<file path="config.mk">
export PLATFORM = sky130hd
export DESIGN_NAME = sdis_seq
export DESIGN_NICKNAME = d
export VERILOG_FILES = /design/src/logic/sdis_pkg.sv /design/src/logic/sdis_seq.sv /design/src/logic/sdis_wait_cnt.sv
export SDC_FILE = /design/constraint.sdc
export NUM_CORES = 1
export LEC_CHECK = 0
export BUFFER_PORTS_ARGS = -buffer_cell sky130_fd_sc_hd__buf_2
export CAP_MARGIN = 25
export CORE_MARGIN = 2
export CORE_UTILIZATION = 50
export DETAILED_ROUTE_END_ITERATION = 10
export GPL_TIMING_DRIVEN = 0
export PLACE_DENSITY = 0.83
export SLEW_MARGIN = 20
export SYNTH_ARGS = -nofsm -noshare
export SYNTH_HDL_FRONTEND = slang
export SYNTH_SLANG_ARGS = --single-unit
</file>
<file path="constraint.sdc">
create_clock -name CORE_CLK_I -period 2.3 [get_ports CORE_CLK_I]
set_input_delay 0.23 -clock CORE_CLK_I [delete_from_list [all_inputs] [get_ports CORE_CLK_I]]
set_output_delay 0.23 -clock CORE_CLK_I [all_outputs]
set_load 0.02 [all_outputs]
</file>
<file path="src/logic/sdis_pkg.sv">
package sdis_pkg;

  // Clock period of the sequencer, in picoseconds
  localparam int unsigned CLK_PERIOD_PS = 8000;

  // Power-up pause, in microseconds, and the derived cycle count
  localparam int unsigned PWRUP_WAIT_US  = 200;
  localparam int unsigned PWRUP_WAIT_CYC =
    (PWRUP_WAIT_US * 1000000 + CLK_PERIOD_PS - 1) / CLK_PERIOD_PS;

  // Device timing in clocks (125 MHz grade)
  localparam int unsigned T_RP_CYC   = 3;
  localparam int unsigned T_RC_CYC   = 7;
  localparam int unsigned T_RAS_CYC  = 6;
  localparam int unsigned T_SRX_CYC  = 2;
  localparam int unsigned T_MRD_CYC  = 2;
  localparam int unsigned CLK_STABLE_CYC = 4;

  // Refresh counts
  localparam int unsigned INIT_REF_CNT  = 2;
  localparam int unsigned BURST_REF_CNT = 2048;

  // Mode word driven on the address bus during mode register set
  localparam logic [11:0] MODE_WORD_RST = 12'h0_022;
  // Address bit that selects all banks for precharge
  localparam int unsigned A10_POS = 10;

  typedef struct packed {
    logic cs_n;
    logic ras_n;
    logic cas_n;
    logic we_n;
  } sdis_cmd_s;

  localparam sdis_cmd_s CMD_NOP   = '{1'b0, 1'b1, 1'b1, 1'b1};
  localparam sdis_cmd_s CMD_DESEL = '{1'b1, 1'b1, 1'b1, 1'b1};
  localparam sdis_cmd_s CMD_PRE   = '{1'b0, 1'b0, 1'b1, 1'b0};
  localparam sdis_cmd_s CMD_MRS   = '{1'b0, 1'b0, 1'b0, 1'b0};
  localparam sdis_cmd_s CMD_REF   = '{1'b0, 1'b0, 1'b0, 1'b1};

  typedef enum logic [3:0] {
    ST_PWRUP   = 4'h0,
    ST_PRE     = 4'h1,
    ST_PRE_W   = 4'h2,
    ST_MRS     = 4'h3,
    ST_MRS_W   = 4'h4,
    ST_REF     = 4'h5,
    ST_REF_W   = 4'h6,
    ST_IDLE    = 4'h7,
    ST_SR_IN   = 4'h8,
    ST_SR_HOLD = 4'h9,
    ST_SR_CLK  = 4'hA,
    ST_SR_EXIT = 4'hB,
    ST_SR_TRC  = 4'hC
  } sdis_state_e;

endpackage

</file>
<file path="src/logic/sdis_seq.sv">
`timescale 1ns/1ps
module sdis_seq
  import sdis_pkg::*;
#(
  parameter int unsigned PWRUP_CYC  = PWRUP_WAIT_CYC,
  parameter int unsigned INIT_REFS  = INIT_REF_CNT,
  parameter int unsigned BURST_REFS = BURST_REF_CNT
) (
  input  wire logic                CORE_CLK_I,
  input  wire logic                RST_N_I,
  input  wire logic                SR_ENTER_I,
  input  wire logic                SR_EXIT_I,
  input  wire logic                BURST_REF_EN_I,
  output logic                     SD_CLK_EN_O,
  output logic                     SD_CKE_O,
  output sdis_pkg::sdis_cmd_s      SD_CMD_O,
  output logic [1:0]               SD_BA_O,
  output logic [11:0]              SD_ADDR_O,
  output logic [1:0]               SD_DQM_O,
  output logic                     INIT_DONE_O,
  output logic                     SR_ACTIVE_O,
  output logic                     READY_O
);

  import sdis_pkg::*;

  localparam int unsigned CW = 16;

  initial
  begin
    if (INIT_REFS < 2) $error("sdis_seq: INIT_REFS below 2");
    if (PWRUP_CYC < 1 || PWRUP_CYC > 65535)
      $error("sdis_seq: PWRUP_CYC out of range");
    if (BURST_REFS < 1 || BURST_REFS > 65535)
      $error("sdis_seq: BURST_REFS out of range");
  end

  sdis_state_e   state;
  sdis_state_e   next_state;
  logic [CW-1:0] refs_left;
  logic [CW-1:0] next_refs_left;
  logic          sr_pending;
  logic          next_sr_pending;
  logic          wait_load;
  logic [CW-1:0] wait_value;
  logic          wait_done;
  logic          pwrup_armed;
  logic [CW-1:0] pwr_cnt;

  sdis_wait_cnt #(
    .WIDTH (CW)
  ) u_wait (
    .clk_i   (CORE_CLK_I),
    .rst_n_i (RST_N_I),
    .load_i  (wait_load),
    .value_i (wait_value),
    .done_o  (wait_done)
  );

  // Burst refresh before entry and after exit reuses the refresh states
  // ST_PWRUP leaves only when the power counter has run out
  wire pwrup_hold = (state == ST_PWRUP) && (pwr_cnt != '0);
  wire burst_on   = BURST_REF_EN_I;
  wire go_sr      = (state == ST_IDLE) && SR_ENTER_I;

  always_comb
  begin
    next_state      = state;
    next_refs_left  = refs_left;
    next_sr_pending = sr_pending;
    wait_load       = 1'b0;
    wait_value      = '0;
    case (state)
      ST_PWRUP:
        if (!pwrup_hold)
          next_state = ST_PRE;
      ST_PRE:
      begin
        next_state = ST_PRE_W;
        wait_load  = 1'b1;
        wait_value = CW'(T_RP_CYC - 1);
      end
      ST_PRE_W:
        if (wait_done)
          next_state = ST_MRS;
      ST_MRS:
      begin
        next_state     = ST_MRS_W;
        wait_load      = 1'b1;
        wait_value     = CW'(T_MRD_CYC - 1);
        next_refs_left = CW'(INIT_REFS);
      end
      ST_MRS_W:
        if (wait_done)
          next_state = ST_REF;
      ST_REF:
      begin
        next_state     = ST_REF_W;
        wait_load      = 1'b1;
        wait_value     = CW'(T_RC_CYC - 1);
        next_refs_left = refs_left - 1'b1;
      end
      ST_REF_W:
        if (wait_done)
        begin
          if (refs_left != '0)
            next_state = ST_REF;
          else if (sr_pending)
            next_state = ST_SR_IN;
          else
            next_state = ST_IDLE;
        end
      ST_IDLE:
        if (go_sr)
        begin
          if (burst_on)
          begin
            next_state      = ST_REF;
            next_refs_left  = CW'(BURST_REFS);
            next_sr_pending = 1'b1;
          end
          else
            next_state = ST_SR_IN;
        end
      ST_SR_IN:
      begin
        next_state      = ST_SR_HOLD;
        next_sr_pending = 1'b0;
        wait_load       = 1'b1;
        wait_value      = CW'(T_RAS_CYC - 1);
      end
      ST_SR_HOLD:
        if (wait_done && SR_EXIT_I)
        begin
          next_state = ST_SR_CLK;
          wait_load  = 1'b1;
          wait_value = CW'(CLK_STABLE_CYC - 1);
        end
      ST_SR_CLK:
        if (wait_done)
        begin
          next_state = ST_SR_EXIT;
          wait_load  = 1'b1;
          wait_value = CW'(T_RC_CYC - 1);
        end
      ST_SR_EXIT:
        if (wait_done)
          next_state = ST_SR_TRC;
      ST_SR_TRC:
      begin
        if (burst_on)
        begin
          next_state     = ST_REF;
          next_refs_left = CW'(BURST_REFS);
        end
        else
          next_state = ST_IDLE;
      end
      default:
        next_state = ST_PWRUP;
    endcase
  end

  // Power-up count is loaded by the arm_pwrup path: first cycle after reset loads it
  always_ff @(posedge CORE_CLK_I or negedge RST_N_I)
  begin
    if (!RST_N_I)
      pwrup_armed <= 1'b0;
    else
      pwrup_armed <= 1'b1;
  end

  wire arm_pwrup = !pwrup_armed;

  always_ff @(posedge CORE_CLK_I or negedge RST_N_I)
  begin
    if (!RST_N_I)
    begin
      state      <= ST_PWRUP;
      refs_left  <= '0;
      sr_pending <= 1'b0;
    end
    else if (arm_pwrup)
      state <= ST_PWRUP;
    else
    begin
      state      <= next_state;
      refs_left  <= next_refs_left;
      sr_pending <= next_sr_pending;
    end
  end

  // Power-up wait is held in a separate counter to keep the sequencer short
  always_ff @(posedge CORE_CLK_I or negedge RST_N_I)
  begin
    if (!RST_N_I)
      pwr_cnt <= '0;
    else if (arm_pwrup)
      pwr_cnt <= CW'(PWRUP_CYC);
    else if (pwr_cnt != '0)
      pwr_cnt <= pwr_cnt - 1'b1;
  end

  // Command decode: every wait state falls to NOP or deselect
  // CKE stays low while the restarted clock settles
  wire in_sr     = (state == ST_SR_IN) || (state == ST_SR_HOLD)
                || (state == ST_SR_CLK);
  wire in_exit   = (state == ST_SR_CLK) || (state == ST_SR_EXIT);
  wire clk_off   = (state == ST_SR_HOLD);

  sdis_cmd_s cmd_sel;
  assign cmd_sel = (state == ST_PRE)   ? CMD_PRE :
                   (state == ST_MRS)   ? CMD_MRS :
                   (state == ST_REF)   ? CMD_REF :
                   (state == ST_SR_IN) ? CMD_REF :
                   in_exit             ? CMD_DESEL :
                                         CMD_NOP;

  wire        cke_sel  = !in_sr;
  wire [11:0] addr_sel = (state == ST_MRS) ? MODE_WORD_RST :
                         (state == ST_PRE) ? 12'h4_00 : 12'h0_000;
  wire [1:0]  dqm_sel  = (state == ST_PWRUP || state == ST_PRE
                         || state == ST_PRE_W) ? 2'h3 : 2'h0;

  // A precharge while idle is never issued, so no row is open
  always_ff @(posedge CORE_CLK_I or negedge RST_N_I)
  begin
    if (!RST_N_I)
    begin
      SD_CLK_EN_O <= 1'b1;
      SD_CKE_O    <= 1'b1;
      SD_CMD_O    <= CMD_NOP;
      SD_BA_O     <= 2'h0;
      SD_ADDR_O   <= 12'h0_000;
      SD_DQM_O    <= 2'h3;
      INIT_DONE_O <= 1'b0;
      SR_ACTIVE_O <= 1'b0;
      READY_O     <= 1'b0;
    end
    else
    begin
      SD_CLK_EN_O <= !clk_off;
      SD_CKE_O    <= cke_sel;
      SD_CMD_O    <= cmd_sel;
      SD_BA_O     <= 2'h0;
      SD_ADDR_O   <= addr_sel;
      SD_DQM_O    <= dqm_sel;
      INIT_DONE_O <= INIT_DONE_O
                  || ((state == ST_REF_W) && wait_done
                      && refs_left == '0 && !sr_pending);
      SR_ACTIVE_O <= in_sr;
      READY_O     <= (next_state == ST_IDLE) && !arm_pwrup;
    end
  end

endmodule

</file>
<file path="src/logic/sdis_wait_cnt.sv">
`timescale 1ns/1ps
// Loadable down-counter; done is high while the count is zero
module sdis_wait_cnt #(
  parameter int unsigned WIDTH = 16
) (
  input  wire logic             clk_i,
  input  wire logic             rst_n_i,
  input  wire logic             load_i,
  input  wire logic [WIDTH-1:0] value_i,
  output logic                  done_o
);

  logic [WIDTH-1:0] count;

  initial
  begin
    if (WIDTH < 2) $error("sdis_wait_cnt: WIDTH too small");
  end

  always_ff @(posedge clk_i or negedge rst_n_i)
  begin
    if (!rst_n_i)
      count <= '0;
    else if (load_i)
      count <= value_i;
    else if (count != '0)
      count <= count - 1'b1;
  end

  assign done_o = (count == '0);

endmodule

</file>
; ---- Word level (Yosys, flattened, before mapping)
; Index checks and enable logic that the tools add are counted.
[totals]
ff_bits = 76
input_bits = 5
ram_bits = 0
latchBits = 0
mem_count = 0
romBits = 0
wordCells = 102
[classes]
bitwise = 0
mul = 0
div_mod_pow = 0
shifts = 0
add_sub_neg = 3
eq_ne = 16
n_reduce_logical = 28
order_cmp = 0
muxes = 38
[ops]
columns = op, count
row1 = 16-bit two-way mux, 6
row2 = 4-bit two-way mux, 17
row3 = 16-bit one-hot mux with 4 select lines, 1
row4 = 4-bit one-hot mux with 13 select lines, 1
row5 = 16-bit nonzero test, 3
row6 = "16-bit by 1-bit subtractor with 16-bit output, second input constant", 3
row7 = 16-bit zero test, 2
row8 = 11-bit two-way mux, 2
row9 = "4-bit by 3-bit == test with 1-bit output, second input constant", 5
row10 = "4-bit == test, second input constant", 5
row11 = 3-bit one-hot mux with 6 select lines, 1
row12 = "4-bit by 2-bit == test with 1-bit output, second input constant", 2
row13 = 1-bit logical AND, 7
row14 = 1-bit logical OR, 6
row15 = 2-bit two-way mux, 3
row16 = "4-bit by 1-bit == test with 1-bit output, second input constant", 1
row17 = 4-bit zero test, 1
row18 = 1-bit two-way mux, 4
row19 = "2-bit != test, second input constant", 2
row20 = 4-bit AND reduction, 1
row21 = 2-bit nonzero test, 2
row22 = 4-bit nonzero test, 1
row23 = 4-bit OR reduction, 1
row24 = 1-bit zero test, 3
row25 = 5 further kinds, 5

; ---- Depth between registers and ports, before layout
; Gate-level depths: netlist (run 1).
[depth]
depth_word = 7
mapped_depth = 9
depth_no_buf = 8

; ---- Modules after synthesis
; From an unflattened synthesis (run 1), not the netlist that was laid out.
[unflattened]
hier_cells = 423
hier_area_um2 = 3896.2
[by_module_without_submodules]
columns = module, instances, seq_area_each_um2, cells_per_inst, area_each_um2
row1 = sdis_seq, 1, 1258.7, 316, 2896.5
row2 = sdis_wait_cnt, 1, 400.4, 107, 999.7

; ---- Worst setup path after synthesis (run 1)
; Ideal clock, no wire load.
[synth_path]
kind = flip-flop to flip-flop
start = register pwr_cnt[8]
end = register READY_O
slack_ns = -0.240
arrival_time_ns = 2.460
path_stages_with_launch = 8
synth_period_minus_slack_ns = 2.540
setup_ns = 0.080
n_path_buf = 1
path_cell_list = dfrtp_1 or4_4 or4_4 or4_4 buf_6 o41ai_4 a211oi_2 nor3b_2
[synth_between]
elab_chain_cells = 6
[synth_rtl]
columns = item, line
row1 = from (decl), sdis_seq.sv:48  ; logic [CW-1:0] pwr_cnt;
row2 = from (signal assigned), sdis_seq.sv:199  ; pwr_cnt <= CW'(PWRUP_CYC);
row3 = from (signal assigned), sdis_seq.sv:201  ; pwr_cnt <= pwr_cnt - 1'b1;
row4 = 16-bit nonzero test, sdis_seq.sv:62  ; wire pwrup_hold = (state == ST_PWRUP) && (pwr_cnt != '0);
row5 = 1-bit logical AND, sdis_seq.sv:62
row6 = 4-bit two-way mux, sdis_seq.sv:75  ; if (!pwrup_hold)
row7 = 4-bit one-hot mux with 13 select lines, sdis_seq.sv:73  ; case (state)
row8 = 4-bit by 3-bit == test with 1-bit output, sdis_seq.sv:252  ; READY_O <= (next_state == ST_IDLE) && !arm_pwrup;
row9 = 1-bit logical AND, sdis_seq.sv:252
row10 = to (signal assigned), sdis_seq.sv:252
row11 = to (decl), sdis_seq.sv:22  ; output logic READY_O
; No other way between the ends.
; A chain may end at the register's enable or synchronous reset.

; ---- Worst setup path after layout (run 1)
[layout_path]
start = register pwr_cnt[7]
end = register READY_O
; Same word-level chain as after synthesis.

==> results of run 1 <==
-- cells in the final DEF (no fill, tap or decap), types with 7 or more instances in the layout --
cell type,instances
dfrtp_1,59
nor2_1,46
o21ai_0,31
buf_4,29
nand2_1,28
buf_2,18
clkbuf_8,16
a21oi_1,16
nor3_1,12
conb_1,12
inv_1,11
xnor2_1,11
xor2_1,11
nand3_1,9
nand2b_1,8
and2_1,8
o31ai_1,8
clkbuf_1,7
-- sequential cells by signal, summed over array words and instances, names as in the netlist, 2 cells and up --
signal,flops
SD_CMD_O,4
pwr_cnt,16
state,4
SD_ADDR_O,2
u_wait.count,16
refs_left,16
-- worst paths after layout --
| kind | startpoint | end | cells past startpoint |
|---|---|---|---|
| max | pwr_cnt[7] | READY_O | 6 |
| min | RST_N_I | pwr_cnt[5] | 2 |
| max reg2reg | pwr_cnt[7] | READY_O | 6 |
| min reg2reg | INIT_DONE_O | INIT_DONE_O | 1 |
| max in group asynchronous | RST_N_I | SD_CMD_O[1] | 3 |
| min in group CORE_CLK_I | SR_EXIT_I | u_wait.count[0] | 4 |
-- through the flow --
stage                     hold slack, ps  utilization  TNS [ps]  std cells  worst slack [ps]
after floorplan                   -65.59            -     -1153        405            -239.8
after global placement             460.1       0.5491     -3797        522            -360.6
after detailed placement           167.4       0.5522     -4657        523            -376.7
after CTS                          317.3       0.5912     -1963        550            -243.4
after global routing               370.9       0.6028     -3846        553            -320.1
final                              334.0       0.6028     -2778        553            -256.7
-- timing repair --
| action | in CTS | in global routing |
|---|---|---|
| setup buffers | 11 | 3 |
| pin swaps | 8 | 7 |
| setup endpoints to repair | 26 | 42 |
| hold buffers | 1 | 0 |
| resized for setup | 3 | 19 |
| endpoints found under the hold margin | 22 | 0 |
-- cell families after synthesis --
family,after synthesis
AND/OR/NAND/NOR,164
AO/OA/AOI/OAI,93
flip-flops,66
buffers and inverters,41
XOR/XNOR,23
adder cells (fa/ha/maj),6
other,2
-- worst max-delay path, cell delays in order, from the launching register on --
cell      delay [ps]
dfrtp_2          480
or4_4            450
or4_4            540
or4_4            490
o41ai_4          240
a211oi_2          80
nor3b_2          190
-- area by class of cell --
class                           count  area share
Clock buffer                       11     0.03251
Timing Repair Buffer               34     0.05322
Tap cell                           99     0.02848
Multi-Input combinational cell    298      0.4295
Inverter                           11    0.009494
Sequential cell                    66      0.3818
Clock inverter                      5     0.01266
Buffer                             29     0.05236
-- power by group through the flow --
stage	clock network, mW	registers (mW)	logic, mW
finish	0.971	1.48	0.568
global route	1.03	1.50	0.646
CTS	0.985	1.47	0.553
detailed placement	0	1.49	0.542
global placement	0	1.47	0.516
floorplan	0	1.45	0.432
-- per-layer routing --
metal	part of all wire	GRT usage	wire, um	vias up
li1	-	-	-	1479
met1	0.44	0.2601	3676	1532
met2	0.48	0.3277	4017	138
met3	0.062	0.04862	519	23
met4	0.023	0.07692	195	0
met5	0	0	0	-
==> impl_metrics.json, run 1 <==
{
  "portBuffers": 18,
  "cts.sinks": 66,
  "synthTopCellsByArea": "dfrtp_1, nor2_1, o21ai_0",
  "dp.final_hpwl_um": 5437,
  "core_area_um2": 7214,
  "placed_area_um2": 3984,
  "setup_ws_ps": -256.7,
  "power.internal_mw": 2.112,
  "ios": 30,
  "htreeDepth": 3,
  "die_area_um2": 8124,
  "first_pass_iters": 5,
  "syn_inst": 395,
  "p_comb_frac": 0.188,
  "hold_path_class": "input pin to async pin",
  "n_fill_cell": 586,
  "fin_area_um2": 4349,
  "drc_errors": 0,
  "synth-adder-area-share": 0.02024,
  "cp-start-kind": "flip-flop",
  "criticalPathCategory": "flip-flop to flip-flop",
  "globalplace.congestion": 0.8576,
  "grtUsageTotal": 0.2010,
  "synth_top_area_share": 0.4047,
  "r2r_slack_ps": -260,
  "multiInputGateArea_um2": 1868,
  "p_clk_frac": 0.321,
  "fmax_mhz": 391.1,
  "switching_power_mw": 0.9117,
  "worst_ep_arrival_time_ps": 2820,
  "ys.warnings.count": 0,
  "grt_overflow": 0,
  "total_leakage_power_nw": 1.916,
  "finalCriticalPeriod_ps": 2557,
  "die_x_um": 90.14,
  "wl_um": 8409,
  "seqCellArea_um2": 1660,
  "dr.first_iter.drc_count": 235,
  "ys_top_cells_by_count": "dfrtp_1, nor2_1, o21ai_0",
  "power_frac_seq": 0.491,
  "synthMuxAreaShare": 0,
  "end_kind": "flip-flop",
  "die_h_um": 90.14,
  "synth.most_common_cell": "dfrtp_1",
  "yosysUniqueCellTypes": 60,
  "num_rows": 31,
  "syn_area_um2": 3710,
  "avgSynthCellArea_um2": 9.392,
  "layout-drive-gt1-share": 0.2313,
  "async_reset_ff_frac": 1.000,
  "cts_made_buffers": 9,
  "antenna_found_initial": 0,
  "final_nets": 460,
  "ir_drop_uv": 331.7,
  "grt_max_degree": 40,
  "rsz0062_at_grt": "yes",
  "outcome": "finished with violations",
  "yosys.area_share.simple": 0.2351,
  "cts_tree": "done",
  "synth-edff-count": 0,
  "synth_xor_area_frac": 0.05430,
  "swShare": 0.3015,
  "synth-seq-cells": 66,
  "ant_nets": 0,
  "grt_pass1_vias": 2979,
  "grt_pass1_wl_um": 13520,
  "clock_tree.root_cell": "clkbuf_8",
  "fin_worst_skew_ps": 13.42,
  "hold_violations": 0,
  "yosys.area.top_type": "dfrtp_1",
  "drv_cap": 0,
  "vias_per_cell": 5.736,
  "synthFlopType": "dfrtp_1",
  "vias": 3172,
  "crit_fanout": 6,
  "clockBufferDepth": 2,
  "insertion_delay_ps": 350,
  "synth_compound_area_frac": 0.1663,
  "area_delta_synth_final_pct": 17.23,
  "synth_top_family_by_area": "simple AND/OR/NAND/NOR gates",
  "clkTransAtPathRegs_ps": 80,
  "wl_per_cell_um": 15.21,
  "power_density_nw_per_um2": 695.2,
  "required_ps": 2560,
  "antenna_cells": 0,
  "yosysSeqAreaShare": 0.4472,
  "start_util": 0.5142,
  "setup_viol": 18,
  "violations": "setup timing",
  "fin_crit_sh": 1.112,
  "power.total_mw": 3.024,
  "finalMaxSlewViolations": 0
}
Power figures use the tool's default switching activity.
==> run 2: changes to the inputs <==
--- a/config.mk
+++ b/config.mk
@@ -6,11 +6,11 @@
 export NUM_CORES = 1
 export LEC_CHECK = 0
 export BUFFER_PORTS_ARGS = -buffer_cell sky130_fd_sc_hd__buf_2
-export CAP_MARGIN = 25
+export CAP_MARGIN = 5
 export CORE_MARGIN = 2
 export CORE_UTILIZATION = 50
 export DETAILED_ROUTE_END_ITERATION = 10
-export GPL_TIMING_DRIVEN = 0
+export GPL_TIMING_DRIVEN = 1
 export PLACE_DENSITY = 0.83
 export SLEW_MARGIN = 20
 export SYNTH_ARGS = -nofsm -noshare
==> run 2 against run 1 <==
The flow still finishes with violations (setup timing). Power increased by 1.6%. Cell area shrank 3.1%. First-iteration DRC count shrank 15%. Flip-flop and latch count unchanged. Final cell count decreased by 2.2%. Non-clock buffer count fell by 12. Via count decreased by 3.9%. Fmax increased by 5.4%. Worst hold slack got worse by 23 ps. Count of clock-buffer cells in the layout grew 1. Critical endpoint is now pwr_cnt[0].
==> impl_metrics.json, run 2 (synthesis gave the netlist of run 1 again) <==
{
  "outcome": "finished with violations",
  "violations": "setup timing",
  "antenna_found_initial": 0,
  "fin_worst_skew_ps": 13.95,
  "p_comb_frac": 0.189,
  "antenna_cells": 0,
  "area_delta_synth_final_pct": 13.63,
  "clkTransAtPathRegs_ps": 80,
  "slew_headroom": 0.6009,
  "ant_nets": 0,
  "insertion_delay_ps": 350,
  "grt_max_degree": 43,
  "start_util": 0.5142,
  "tightest_slew_ps": 598.7,
  "finalCriticalPeriod_ps": 2425,
  "switching_power_mw": 0.9141,
  "cts.sinks": 66,
  "grt_overflow": 0,
  "final_cell_mix": "dfrtp_1, nor2_1, o21ai_0, buf_4, nand2_1",
  "wl_um": 8052,
  "grtUsageTotal": 0.2087,
  "cts_tree": "done",
  "drv_cap": 0,
  "cp-start-kind": "flip-flop",
  "htreeDepth": 3,
  "portBuffers": 18,
  "fin_crit_sh": 1.054,
  "required_ps": 2540,
  "dp.final_hpwl_um": 5485,
  "ios": 30,
  "clock_tree.root_cell": "clkbuf_8",
  "first_pass_iters": 5,
  "vias": 3049,
  "power.internal_mw": 2.158,
  "final_util": 0.5843,
  "power_frac_seq": 0.481,
  "p_clk_frac": 0.331,
  "die_x_um": 90.14,
  "drc_errors": 0,
  "setup_ws_ps": -125.3,
  "swShare": 0.2975,
  "end_kind": "flip-flop",
  "hold_path_class": "input pin to flip-flop",
  "grt_pass1_vias": 3002,
  "setup_viol": 10,
  "clockBufferDepth": 2,
  "die_h_um": 90.14,
  "num_rows": 31,
  "ir_drop_uv": 740.3,
  "die_area_um2": 8124,
  "crit_fanout": 6,
  "finalMaxSlewViolations": 0,
  "rsz0062_at_grt": "yes",
  "fmax_mhz": 412.3,
  "total_leakage_power_nw": 1.851,
  "hold_violations": 0,
  "final_nets": 448,
  "dr.first_iter.drc_count": 200,
  "vias_per_cell": 5.636,
  "grt_pass1_wl_um": 13740,
  "worst_ep_arrival_time_ps": 2660,
  "setup_tns_ps": -602.9,
  "power_density_nw_per_um2": 728.8,
  "wl_per_cell_um": 14.88,
  "cts_made_buffers": 9,
  "core_area_um2": 7214,
  "fin_area_um2": 4215,
  "final_common_cell": "dfrtp_1",
  "criticalPathCategory": "flip-flop to flip-flop",
  "layout-drive-gt1-share": 0.2081,
  "globalplace.congestion": 0.9053,
  "top_regs": "pwr_cnt x16, refs_left x16, u_wait.count x16",
  "placed_area_um2": 3940
}
-- run 2: cell types whose count changed in the layout (fill, tap and decap cells not counted), sizes merged --
cell / change
clkbuf: -12
buf: +1
clkinvlp: -1
-- run 2: per-layer routing --
layer | GRT usage | vias to the layer above | share of wire
li1 | - | 1459 | -
met1 | 0.2639 | 1488 | 0.43
met2 | 0.3402 | 93 | 0.50
met3 | 0.06370 | 9 | 0.052
met4 | 0.07436 | 0 | 0.015
met5 | 0 | - | 0
-- run 2: layout make-up --
cell class | instances | area [um^2]
tap | 99 | 123.9
timing repair buffer | 51 | 352.8
sequential | 66 | 1659
fill | 611 | 2999
clock buffer | 12 | 155.1
clock inverter | 4 | 51.30
inverter | 11 | 41.29
multi-input combinational | 298 | 1832
-- run 2: critical path, cell delays in order, from the launching register on --
cell,delay [ps]
dfrtp_1,380
or4_4,540
or4_4,440
or4_4,490
buf_4,180
xnor2_1,120
and2_1,170
-- run 2: path summary, 6_finish.rpt --
kind | startpoint | end | cells past startpoint | slack [ps]
min in group asynchronous | RST_N_I | pwr_cnt[11] | 2 | 410
setup / recovery | pwr_cnt[10] | pwr_cnt[0] | 6 | -130
hold / removal | SR_ENTER_I | sr_pending | 3 | 310
hold reg to reg | INIT_DONE_O | INIT_DONE_O | 1 | 470
setup reg to reg | pwr_cnt[10] | pwr_cnt[0] | 6 | -130
max in group asynchronous | RST_N_I | SD_CMD_O[1] | 3 | 1200
-- run 2: power groups by stage --
| stage | clock network, mW | logic (mW) | registers [mW] |
|---|---|---|---|
| 6_report | 1.02 | 0.580 | 1.48 |
| 3_5_place_dp | 0 | 0.569 | 1.49 |
| 5_1_grt | 1.09 | 0.667 | 1.50 |
| 3_3_place_gp | 0 | 0.546 | 1.47 |
| 4_1_cts | 1.04 | 0.580 | 1.47 |
| 2_1_floorplan | 0 | 0.432 | 1.45 |
-- run 2: timing repair --
action | in CTS | in global routing
pin swaps | 7 | 1
hold endpoints to repair | 20 | 0
hold buffers | 1 | 0
gates resized for setup | 1 | 5
endpoints found under the setup margin | 16 | 18
setup buffers | 3 | 2
-- run 2: through the flow --
| step | power [mW] | std cells | worst slack (ps) | hold WS (ps) |
|---|---|---|---|---|
| finish | 3.072 | 541 | -125.3 | 311.2 |
| global route | 3.259 | 541 | -183.0 | 336.4 |
| CTS | 3.094 | 539 | -105.3 | 306.4 |
| detailed placement | 2.056 | 519 | -186.1 | 263.7 |
| global placement | 2.020 | 519 | -132.1 | 249.6 |
| floorplan | 1.884 | 405 | -239.8 | -65.59 |
==> run 3: changes to the inputs <==
--- a/config.mk
+++ b/config.mk
@@ -9,9 +9,11 @@
 export CAP_MARGIN = 5
 export CORE_MARGIN = 2
 export CORE_UTILIZATION = 50
+export CTS_BUF_LIST = sky130_fd_sc_hd__clkbuf_4 sky130_fd_sc_hd__clkbuf_8 sky130_fd_sc_hd__clkbuf_16
 export DETAILED_ROUTE_END_ITERATION = 10
 export GPL_TIMING_DRIVEN = 1
 export PLACE_DENSITY = 0.83
+export SKIP_LAST_GASP = 1
 export SLEW_MARGIN = 20
 export SYNTH_ARGS = -nofsm -noshare
 export SYNTH_HDL_FRONTEND = slang
==> run 3 against run 2 <==
The flow still finishes with violations (setup timing). Non-clock buffer count did not move. Register-to-register slack barely moved. Worst hold slack improved by 1.6 ps. Clock skew barely moved. Largest power group unchanged. Die area did not move. Final cell count did not move. Critical endpoint unchanged.
==> impl_metrics.json, run 3 (synthesis gave the netlist of run 1 again) <==
{
  "outcome": "finished with violations",
  "violations": "setup timing",
  "end_kind": "flip-flop",
  "grtUsageMet3": 0.06370,
  "stdcell_count": 541,
  "n_fill_cell": 611,
  "fin_worst_skew_ps": 13.94,
  "total_leakage_power_nw": 1.855,
  "power_density_nw_per_um2": 731.1,
  "wl_um": 8063,
  "antenna_cells": 0,
  "rr_startpoint": "pwr_cnt[10]",
  "reg2reg_to": "pwr_cnt[0]",
  "reg2reg_depth": 6,
  "grtUsageTotal": 0.2087,
  "fmax_mhz": 412.4,
  "hold_path_class": "input pin to flip-flop",
  "worst_ep_arrival_time_ps": 2660,
  "drv_cap": 0,
  "layout-drive-gt1-share": 0.2104,
  "num_rows": 31,
  "globalplace.congestion": 0.9053,
  "insertion_delay_ps": 350,
  "place_inst": 519,
  "power.internal_mw": 2.170,
  "startpoint": "pwr_cnt[10]",
  "portBuffers": 18,
  "clockBufferDepth": 2,
  "htreeDepth": 3,
  "hold_violations": 0,
  "power.total_mw": 3.085,
  "cts_made_buffers": 9,
  "multiInputGateArea_um2": 1832,
  "power_frac_seq": 0.479,
  "die_h_um": 90.14,
  "crit_fanout": 6,
  "clkTransAtPathRegs_ps": 80,
  "core_area_um2": 7214,
  "swShare": 0.2966,
  "use_met1": 0.2633,
  "fin_crit_sh": 1.054,
  "first_pass_iters": 5,
  "antenna_found_initial": 0,
  "finalMaxSlewViolations": 0,
  "vias": 3042,
  "final_nets": 448,
  "cts.sinks": 66,
  "clock_tree.root_cell": "clkbuf_8",
  "vias_per_cell": 5.623,
  "drc_errors": 0,
  "p_clk_frac": 0.333,
  "grt_pass1_wl_um": 13740,
  "busiest_layer": "met2",
  "p_comb_frac": 0.188,
  "top_regs": "pwr_cnt x16, refs_left x16, u_wait.count x16",
  "slew_headroom": 0.6003,
  "r2r_slack_ps": -120,
  "area_delta_synth_final_pct": 13.73,
  "tightest_slew_ps": 599.6,
  "seqCellArea_um2": 1659,
  "ir_drop_uv": 726.2,
  "critical_path.endpoint": "pwr_cnt[0]",
  "required_ps": 2540,
  "cp-start-kind": "flip-flop",
  "dp.final_hpwl_um": 5485,
  "criticalPathCategory": "flip-flop to flip-flop",
  "grt_overflow": 0,
  "finalCriticalPeriod_ps": 2425,
  "grt_max_degree": 43,
  "rsz0062_at_grt": "yes",
  "ant_nets": 0,
  "cts_tree": "done",
  "grt_pass1_vias": 3005,
  "final_cell_mix": "dfrtp_1, nor2_1, o21ai_0, buf_4, nand2_1",
  "die_area_um2": 8124,
  "final_common_cell": "dfrtp_1",
  "grt_use_met2": 0.3409,
  "dr.first_iter.drc_count": 198,
  "start_util": 0.5142,
  "ios": 30,
  "wl_per_cell_um": 14.90,
  "setup_viol": 10,
  "die_x_um": 90.14,
  "setup_ws_ps": -124.6,
  "switching_power_mw": 0.9148
}
## run 3: changes by cell type in the layout (fill, tap and decap cells not counted)
cell      change
clkbuf_1      -1
clkbuf_4      +1
## run 3: stage by stage
stage	area (um^2)	TNS, ps	hold slack, ps	utilization	setup slack, ps
finish	4219	-599.1	312.8	0.5848	-124.6
global route	4219	-1567	336.4	0.5848	-183.0
CTS	4183	-407.5	306.4	0.5798	-105.3
detailed placement	3940	-1342	263.7	0.5461	-186.1
global placement	3940	-658.3	249.6	0.5461	-132.1
floorplan	3747	-1153	-65.59	-	-239.8
## run 3: power groups by stage
stage               Combinational [mW]  Sequential [mW]  Clock [mW]
floorplan                        0.432             1.45           0
global placement                 0.546             1.47           0
detailed placement               0.569             1.49           0
CTS                              0.580             1.47        1.06
global route                     0.667             1.50        1.10
finish                           0.580             1.48        1.03
## run 3: repair_timing
item / 4_1_cts / 5_1_grt
hold buffers: 1 / 0
gates cloned: 0 / 0
pin swaps: 7 / 1
endpoints found under the hold margin: 20 / 0
setup endpoints to repair: 16 / 18
gates resized for setup: 1 / 5
buffers inserted: 3 / 2
## run 3: worst min path at each step
stage | slack, ps | cells after the start | end | from
after global routing | 340 | 3 | sr_pending | SR_ENTER_I
after floorplan | -70 | 0 | INIT_DONE_O | RST_N_I
after global placement | 250 | 1 | pwr_cnt[11] | RST_N_I
after detailed placement | 260 | 1 | pwr_cnt[12] | RST_N_I
final | 310 | 3 | sr_pending | SR_ENTER_I
after CTS | 310 | 3 | sr_pending | SR_ENTER_I
## run 3: metal layers
metal	up-vias	routed length [um]
met2	91	4046
met3	11	409
met1	1481	3478
met4	0	128
met5	-	0
li1	1459	-
## run 3: layout make-up
class / instances / area share
clock buffers: 12 / 0.03766
flip-flops and latches: 66 / 0.3932
repair buffers: 51 / 0.08363
inverters: 11 / 0.009786
clock inverters: 4 / 0.01216
well taps: 99 / 0.02936
multi-input cells: 298 / 0.4342
## run 3: critical path: stages, from the launching register on
cell and delay (ps):
dfrtp_1 380, or4_4 540, or4_4 440, or4_4 490, buf_4 180, xnor2_1 120
and2_1 170
